<file path="src/sss_pkg.sv">
// shared constants for the slave-select synchronised serial port and its master
package sss_pkg;
	localparam logic [7:0] SSS_CTRL_OFS     = 8'h00;
	localparam logic [7:0] SSS_STATUS_OFS   = 8'h04;
	localparam logic [7:0] SSS_DATA_OFS     = 8'h08;
	localparam logic [7:0] SSS_IRQ_STAT_OFS = 8'h0C;
	localparam logic [7:0] SSS_IRQ_MASK_OFS = 8'h10;
	localparam int         SSS_CTRL_MODE_LSB = 0;
	localparam int         SSS_CTRL_CPOL     = 4;
	localparam int         SSS_CTRL_CKE      = 5;
	localparam int         SSS_CTRL_SMP      = 6;
	localparam int         SSS_CTRL_EN       = 7;
	localparam int         SSS_CTRL_BUFFER_OVERWRITE_EN     = 8;
	localparam int         SSS_ST_RXFULL     = 0;
	localparam int         SSS_ST_SCK        = 1;
	localparam int         SSS_ST_SS         = 2;
	localparam int         SSS_IRQ_DONE      = 0;
	localparam int         SSS_IRQ_OVF       = 1;
	localparam int         SSS_IRQ_WREF      = 2;
	localparam int         SSS_IRQ_W         = 3;
	localparam logic [3:0] SSS_MODE_SLAVE_SS   = 4'h4;
	localparam logic [3:0] SSS_MODE_SLAVE_NOSS = 4'h5;
	localparam logic [8:0] SSS_CTRL_RST      = 9'h000;
	localparam logic [7:0] SSS_DATA_RST      = 8'h00;
	localparam logic [2:0] SSS_LAST_BIT      = 3'h7;
	localparam int         SSS_LINK_HALF_NS  = 80;
	localparam int         SSS_CLK_NS        = 10;
	localparam int         SSS_LINK_HALF_CYC = (SSS_LINK_HALF_NS + SSS_CLK_NS - 1) / SSS_CLK_NS;
	typedef enum logic [3:0] {
		SSS_M_IDLE  = 4'b0001,
		SSS_M_SETUP = 4'b0010,
		SSS_M_RUN   = 4'b0100,
		SSS_M_GAP   = 4'b1000
	} sss_mstate_t;
endpackage : sss_pkg

</file>
<file path="src/sss_link_if.sv">
// serial link wires between the master end and the slave end
`timescale 1ns/1ns
interface sss_link_if;
	logic sck;
	logic ss_n;
	logic mosi;
	logic miso;
	logic miso_oe;
	modport master (output sck, output ss_n, output mosi, input miso, input miso_oe);
	modport slave  (input sck, input ss_n, input mosi, output miso, output miso_oe);
endinterface : sss_link_if

</file>
<file path="src/sss_slave.sv">
// slave end: serial shift logic with slave-select resync and a wishbone register file
//
// Overview of operation
// shift only on external clock; flag last bit
// master idles clock before enable
// polarity bit sets idle; clock level readable
// runs during sleep; byte wakes if enabled
// second byte group echoes first received
// overwrite enable accepts buffer writes unread
// select falling starts a new transmission
// select high resets shift logic
// select sync only in mode 0100
// select low enables shifting, drives output
// select high floats output immediately; the code drops the output enable three clock cycles after the select pin rises
// counter cleared by select high or disable
// edge select needs select control enabled
// sample phase kept clear as slave
// byte moves to buffer, next loaded
//
// The implementer's own choices: the Wishbone slave port and the register addresses.
`timescale 1ns/1ns
module sss_slave
	import sss_pkg::*;
(
	input  wire logic        clk_i,
	input  wire logic        rst_i,
	input  wire logic        wb_cyc_i,
	input  wire logic        wb_stb_i,
	input  wire logic        wb_we_i,
	input  wire logic [7:0]  wb_adr_i,
	input  wire logic [3:0]  wb_sel_i,
	input  wire logic [31:0] wb_dat_i,
	output logic      [31:0] wb_dat_o,
	output logic             wb_ack_o,
	output logic             irq_o,
	input  wire logic        sleep_i,
	output logic             wake_o,
	sss_link_if.slave        link
);
	logic [8:0]         ctrl_q;
	logic [1:0]         sck_s_q;
	logic [1:0]         ss_s_q;
	logic [1:0]         mosi_s_q;
	logic               act_prev_q;
	logic [7:0]         sr_q;
	logic [2:0]         cnt_q;
	logic [7:0]         rx_buf_q;
	logic               rx_full_q;
	logic [7:0]         tx_buf_q;
	logic               tx_pend_q;
	logic               sdo_q;
	logic               sdo_oe_q;
	logic [SSS_IRQ_W-1:0] irq_stat_q;
	logic [SSS_IRQ_W-1:0] irq_mask_q;
	logic               ack_q;
	logic [31:0]        rdat_q;
	logic               irq_q;
	logic               wake_q;
	logic [3:0]         mode;
	logic               enabled;
	logic               ss_ctl;
	logic               ss_hi;
	logic               act;
	logic               lead_edge;
	logic               trail_edge;
	logic               smp_edge;
	logic               lau_edge;
	logic               run;
	logic               byte_done;
	logic [7:0]         rx_byte;
	logic               acc;
	logic               wr;
	logic               rd;
	logic               wr_data;
	logic               rd_data;
	logic               wr_refused;
	logic               ovf;
	logic [SSS_IRQ_W-1:0] irq_set;

	assign mode       = ctrl_q[SSS_CTRL_MODE_LSB +: 4];
	assign enabled    = ctrl_q[SSS_CTRL_EN] && (mode == SSS_MODE_SLAVE_SS || mode == SSS_MODE_SLAVE_NOSS);
	assign ss_ctl     = (mode == SSS_MODE_SLAVE_SS);
	assign ss_hi      = ss_s_q[1];
	// clock level relative to the idle level chosen by polarity
	assign act        = sck_s_q[1] ^ ctrl_q[SSS_CTRL_CPOL];
	assign lead_edge  = act && !act_prev_q;
	assign trail_edge = !act && act_prev_q;
	// edge select: sample on leading when set, otherwise on trailing
	assign smp_edge   = ctrl_q[SSS_CTRL_CKE] ? lead_edge : trail_edge;
	assign lau_edge   = ctrl_q[SSS_CTRL_CKE] ? trail_edge : lead_edge;
	assign run        = enabled && !(ss_ctl && ss_hi);
	assign byte_done  = run && smp_edge && (cnt_q == SSS_LAST_BIT);
	assign rx_byte    = {sr_q[6:0], mosi_s_q[1]};

	assign acc        = wb_cyc_i && wb_stb_i && !ack_q;
	assign wr         = wb_cyc_i && wb_stb_i && ack_q && wb_we_i && wb_sel_i[0];
	assign rd         = acc && !wb_we_i;
	assign wr_data    = wr && (wb_adr_i == SSS_DATA_OFS);
	assign rd_data    = rd && (wb_adr_i == SSS_DATA_OFS);
	assign wr_refused = wr_data && rx_full_q && !ctrl_q[SSS_CTRL_BUFFER_OVERWRITE_EN];
	assign ovf        = byte_done && rx_full_q && !rd_data && !ctrl_q[SSS_CTRL_BUFFER_OVERWRITE_EN];
	assign irq_set    = {wr_refused, ovf, byte_done};

	// pin synchronisers; stage 0 feeds stage 1 only
	always_ff @(posedge clk_i) begin
		if (rst_i) begin
			sck_s_q    <= 2'h0;
			ss_s_q     <= 2'h3;
			mosi_s_q   <= 2'h0;
			act_prev_q <= 1'b0;
		end else begin
			sck_s_q    <= {sck_s_q[0], link.sck};
			ss_s_q     <= {ss_s_q[0], link.ss_n};
			mosi_s_q   <= {mosi_s_q[0], link.mosi};
			act_prev_q <= act;
		end
	end

	// bit counter and shift register
	always_ff @(posedge clk_i) begin
		if (rst_i) begin
			cnt_q <= 3'h0;
			sr_q  <= SSS_DATA_RST;
		end else if (!run) begin
			cnt_q <= 3'h0;
			if (tx_pend_q) begin
				sr_q <= tx_buf_q;
			end
		end else if (smp_edge) begin
			cnt_q <= cnt_q + 3'h1;
			if (byte_done && tx_pend_q) begin
				sr_q <= tx_buf_q;
			end else begin
				sr_q <= rx_byte;
			end
		end
	end

	// serial data output and its enable
	always_ff @(posedge clk_i) begin
		if (rst_i) begin
			sdo_q    <= 1'b0;
			sdo_oe_q <= 1'b0;
		end else begin
			sdo_oe_q <= run;
			if (!run || lau_edge || cnt_q == 3'h0) begin
				sdo_q <= sr_q[7];
			end
		end
	end

	// receive buffer
	always_ff @(posedge clk_i) begin
		if (rst_i) begin
			rx_buf_q  <= SSS_DATA_RST;
			rx_full_q <= 1'b0;
		end else if (byte_done && !ovf) begin
			rx_buf_q  <= rx_byte;
			rx_full_q <= 1'b1;
		end else if (rd_data) begin
			rx_full_q <= 1'b0;
		end
	end

	// transmit buffer
	always_ff @(posedge clk_i) begin
		if (rst_i) begin
			tx_buf_q  <= SSS_DATA_RST;
			tx_pend_q <= 1'b0;
		end else if (wr_data && !wr_refused) begin
			tx_buf_q  <= wb_dat_i[7:0];
			tx_pend_q <= 1'b1;
		end else if ((byte_done || !run) && tx_pend_q) begin
			tx_pend_q <= 1'b0;
		end
	end

	// control register
	always_ff @(posedge clk_i) begin
		if (rst_i) begin
			ctrl_q <= SSS_CTRL_RST;
		end else if (wr && wb_adr_i == SSS_CTRL_OFS) begin
			ctrl_q[7:0] <= wb_dat_i[7:0];
			if (wb_sel_i[1]) begin
				ctrl_q[8] <= wb_dat_i[8];
			end
		end
	end

	// sticky event flags, set wins over write-one clear, and mask
	always_ff @(posedge clk_i) begin
		if (rst_i) begin
			irq_stat_q <= '0;
			irq_mask_q <= '0;
		end else begin
			if (wr && wb_adr_i == SSS_IRQ_STAT_OFS) begin
				irq_stat_q <= (irq_stat_q & ~wb_dat_i[SSS_IRQ_W-1:0]) | irq_set;
			end else begin
				irq_stat_q <= irq_stat_q | irq_set;
			end
			if (wr && wb_adr_i == SSS_IRQ_MASK_OFS) begin
				irq_mask_q <= wb_dat_i[SSS_IRQ_W-1:0];
			end
		end
	end

	// interrupt and wake
	always_ff @(posedge clk_i) begin
		if (rst_i) begin
			irq_q  <= 1'b0;
			wake_q <= 1'b0;
		end else begin
			irq_q  <= |(irq_stat_q & irq_mask_q);
			wake_q <= sleep_i && irq_stat_q[SSS_IRQ_DONE] && irq_mask_q[SSS_IRQ_DONE];
		end
	end

	// bus answer: one wait state, unmapped reads zero
	always_ff @(posedge clk_i) begin
		if (rst_i) begin
			ack_q  <= 1'b0;
			rdat_q <= 32'h0000_0000;
		end else begin
			ack_q <= acc;
			if (rd) begin
				case (wb_adr_i)
					SSS_CTRL_OFS:     rdat_q <= {23'h0, ctrl_q};
					SSS_STATUS_OFS:   rdat_q <= {29'h0, ss_hi, sck_s_q[1], rx_full_q};
					SSS_DATA_OFS:     rdat_q <= {24'h0, rx_buf_q};
					SSS_IRQ_STAT_OFS: rdat_q <= {29'h0, irq_stat_q};
					SSS_IRQ_MASK_OFS: rdat_q <= {29'h0, irq_mask_q};
					default:          rdat_q <= 32'h0000_0000;
				endcase
			end else begin
				rdat_q <= 32'h0000_0000;
			end
		end
	end

	assign wb_ack_o     = ack_q;
	assign wb_dat_o     = rdat_q;
	assign irq_o        = irq_q;
	assign wake_o       = wake_q;
	assign link.miso    = sdo_q;
	assign link.miso_oe = sdo_oe_q;
endmodule : sss_slave

</file>
<file path="src/flat_wrapper.sv">
// flat-port wrapper written by rule: the top's interface ports become plain ports
module sss_slave_flat import sss_pkg::*;
  (clk_i, rst_i, wb_cyc_i, wb_stb_i, wb_we_i, wb_adr_i, wb_sel_i, wb_dat_i, wb_dat_o, wb_ack_o, irq_o, sleep_i, wake_o, link_sck, link_ss_n, link_mosi, link_miso, link_miso_oe);
  sss_link_if link_i ();
  input  wire logic clk_i;
  input  wire logic rst_i;
  input  wire logic wb_cyc_i;
  input  wire logic wb_stb_i;
  input  wire logic wb_we_i;
  input  wire logic [7:0] wb_adr_i;
  input  wire logic [3:0] wb_sel_i;
  input  wire logic [31:0] wb_dat_i;
  output logic      [31:0] wb_dat_o;
  output logic wb_ack_o;
  output logic irq_o;
  input  wire logic sleep_i;
  output logic wake_o;
  input wire logic [$bits(link_i.sck)-1:0] link_sck;
  input wire logic [$bits(link_i.ss_n)-1:0] link_ss_n;
  input wire logic [$bits(link_i.mosi)-1:0] link_mosi;
  output wire logic [$bits(link_i.miso)-1:0] link_miso;
  output wire logic [$bits(link_i.miso_oe)-1:0] link_miso_oe;
  assign link_i.sck = link_sck;
  assign link_i.ss_n = link_ss_n;
  assign link_i.mosi = link_mosi;
  assign link_miso = link_i.miso;
  assign link_miso_oe = link_i.miso_oe;
  sss_slave u_core (.clk_i(clk_i), .rst_i(rst_i), .wb_cyc_i(wb_cyc_i), .wb_stb_i(wb_stb_i), .wb_we_i(wb_we_i), .wb_adr_i(wb_adr_i), .wb_sel_i(wb_sel_i), .wb_dat_i(wb_dat_i), .wb_dat_o(wb_dat_o), .wb_ack_o(wb_ack_o), .irq_o(irq_o), .sleep_i(sleep_i), .wake_o(wake_o), .link(link_i));
endmodule
</file>
<file path="config.mk">
export PLATFORM = sky130hd
export DESIGN_NAME = sss_slave_flat
export DESIGN_NICKNAME = d
export VERILOG_FILES = /design/src/sss_pkg.sv /design/src/sss_link_if.sv /design/src/sss_slave.sv /design/src/flat_wrapper.sv
export SDC_FILE = /design/constraint.sdc
export NUM_CORES = 1
export LEC_CHECK = 0
export BUFFER_PORTS_ARGS = -buffer_cell sky130_fd_sc_hd__buf_2
export CORE_UTILIZATION = 25
export CTS_CLUSTER_SIZE = 20
export DETAILED_ROUTE_END_ITERATION = 7
export SLEW_MARGIN = 25
export SYNTH_ARGS = -nofsm -noshare
export SYNTH_HDL_FRONTEND = slang
export SYNTH_SLANG_ARGS = --single-unit
</file>
<file path="constraint.sdc">
create_clock -name clk_i -period 2.11 [get_ports clk_i]
set_clock_uncertainty 0.2 [all_clocks]
set_input_delay 0.1055 -clock clk_i [delete_from_list [all_inputs] [get_ports clk_i]]
set_output_delay 0.1055 -clock clk_i [all_outputs]
set_load 0.005 [all_outputs]
</file>
==> metrics.txt <==
final number of max-transition violations 0; ratio of routed vias to standard cells 4.57; count of boundary I/O pins 90; RR Startpoint u_core.ctrl_q[3]; Total Routed Length between 7000 and 8000 µm; fraction of layout instances using a drive strength above 1 about a fifth; clock network latency to the later pin of the worst-skew pair around 0.33 ns; largest vdd supply drop around 350 µV; count of synthesis-stage warnings from yosys 0; top post-synthesis cells by count sky130_fd_sc_hd__dfxtp_1, sky130_fd_sc_hd__nand2b_1, sky130_fd_sc_hd__mux2i_1; drt first-iter violations between 200 and 250; arrival time at the worst endpoint between 2 and 2.5 ns; largest cells by area after synthesis sky130_fd_sc_hd__dfxtp_1, sky130_fd_sc_hd__mux2i_1, sky130_fd_sc_hd__nand2b_1; number of enable-type register cells in the synthesized netlist 0; Final Hold Vio Count 0; CTS tree built; fill count between 1000 and 1500; number of clock buffers inserted by TritonCTS 9; library cell used as clock root buffer sky130_fd_sc_hd__clkbuf_16; gate count of the mapped netlist ~340; post-synthesis async set-or-reset flop share 0%; antenna violations before repair 0; total power divided by cell area 723 mW/mm²; largest fanout of any net on the critical path 8; DRC viols 0; count of H-tree levels built during CTS 3; total iterations of the first detailed-routing run 4; number of core rows 40; count of vias placed by the detailed router roughly 2600; Most used DFF post-synth sky130_fd_sc_hd__dfxtp_1; library cell with the highest instance count after synthesis sky130_fd_sc_hd__dfxtp_1; worst slew pin tran between 0.6 and 0.7 ns; wire length of the first global-routing pass 12600 µm; die outline height about 110 µm; start point of the worst hold path rst_i; number of post-CTS setup repair buffers 0; number of nets at the end of the flow 460; average wire length per cell after detail routing 13.7 µm; endpoint class of the critical path flop; maximum clock path buffer count 2; average size of a mapped cell 9.46 µm²; pin count of the biggest net entering global routing 73; total negative slack for setup checks 0 ns; start point of the critical path wb_we_i; clock-pin transition on the worst setup and hold timing paths 0.06 ns; number of global-route vias before repair 2534; synth unique cells approximately 50; overall routing resource usage around an eighth; required time of the critical path 2.16 ns; leading area contributor after synthesis sky130_fd_sc_hd__dfxtp_1; final setup violation count 0; residual antenna-violating net count after detailed routing 0; post-detail-place hpwl between 5000 and 6000 µm; Syn Std Cell Area between 0.003 and 0.004 mm²; initial core utilization between 20% and 30%; achievable clock frequency 0.496 GHz; Die X-Extent 115 µm; flip-flop and latch count after synthesis 65; area grow syn2layout 28.9%; type of origin of the critical path input pin; max_slew headroom 59.4%; count of input and output buffers 41; clock period minus final worst setup slack just over 2 ns; period utilization 95.6%; result of the run finished, final reports clean; Hold WC Path Type in2reg; GPL Wtd Cong approximately 0.79; standby leakage power 0.00150 µW; sink count of the clock tree 65; kind of critical path in2reg; hold slack between 0.01 and 0.015 ns; area fraction of the dominant cell type after synthesis roughly two fifths; post-synthesis sequential area ratio roughly two fifths; leftover overflow at the end of global routing 0; number of antenna cells inserted 0; DIE AREA 0.0132 mm²; max-capacitance violation count 0; area of the core ~0.012 mm²
registers in the layout (all words and copies together), names as in the netlist, 3 cells and up:
register	count
u_core.irq_stat_q	3
u_core.cnt_q	3
u_core.sr_q	8
u_core.tx_buf_q	8
u_core.wb_dat_o	9
u_core.ctrl_q	9
u_core.rx_buf_q	8
u_core.irq_mask_q	3
worst max-delay path, stage by stage:
cell	delay (ns)
sky130_fd_sc_hd__dlygate4sd3_1	0.53
sky130_fd_sc_hd__buf_2	0.14
sky130_fd_sc_hd__and4bb_2	0.30
sky130_fd_sc_hd__nand4b_2	0.20
sky130_fd_sc_hd__a2111oi_4	0.41
sky130_fd_sc_hd__buf_12	0.19
sky130_fd_sc_hd__mux2i_1	0.19
stage by stage:
step	utilization (%)	worst slack [ns]	instances	area [µm²]	total power (µW)
2_1_floorplan	-	0.0968	359	3270	1380
3_3_place_gp	29.3	0.103	540	3580	1410
3_5_place_dp	29.3	0.0870	540	3580	1410
4_1_cts	33.6	0.0431	577	4100	3000
5_1_grt	33.7	-0.00323	577	4110	3090
6_report	33.7	0.0927	577	4110	2970
cell usage in the layout, fill, tap and decap left out, drive strengths merged, types with 13 or more instances in the layout:
| cell type | instances |
|---|---|
| dlygate4sd3 | 21 |
| conb | 23 |
| a21oi | 19 |
| nand3 | 17 |
| nand4 | 13 |
| nand2b | 39 |
| mux2i | 26 |
| o21ai | 19 |
| buf | 57 |
| dfxtp | 65 |
layout make-up:
cell class / count / area (µm²) / share of cell area [%]
multi-input combinational: 244 / 1700 / 41.4
clock buffer: 11 / 233 / 5.66
timing repair buffer: 78 / 561 / 13.6
clock inverter: 5 / 80.1 / 1.95
inverter: 6 / 22.5 / 0.548
tap: 168 / 210 / 5.11
sequential: 65 / 1300 / 31.6
timing repair:
action	in CTS	in global routing
gates resized for setup	0	1
hold buffers	21	0
endpoints found under the setup margin	0	16
endpoints found under the hold margin	32	0
path summary, 6_finish.rpt:
kind	slack, ns	cells past startpoint	end
min reg2reg	0.21	1	u_core.ss_s_q[1]
min	0.01	2	u_core.wb_ack_o
max	0.09	7	u_core.rx_buf_q[6]
max reg2reg	0.12	5	u_core.sr_q[6]
where the power goes:
group	total (µW)	switching [µW]	internal, µW
combinational	173	89.0	83.5
sequential	1240	4.60	1230
clock	1560	531	1030
metal layers:
layer	share of wire (%)	GRT usage, %	vias to the layer above
met3	6.1	4.43	16
met2	45	19.1	83
met1	47	16.2	1235
li1	-	-	1304
met5	0	0	-
met4	2.1	4.94	0
cell families (layout without fill, tap and decap cells):
family,after synthesis,after routing,synth area share [%]
simple gates,122,122,24.2
flops,65,65,40.8
compound gates,63,63,13.1
buf+inv,50,100,8.71
mux,31,31,11.1
fa+ha+maj,3,3,1.18
xor+xnor,2,2,0.785
other cells,1,23,0.118
No activity file was read; power rests on OpenSTA's default activity.
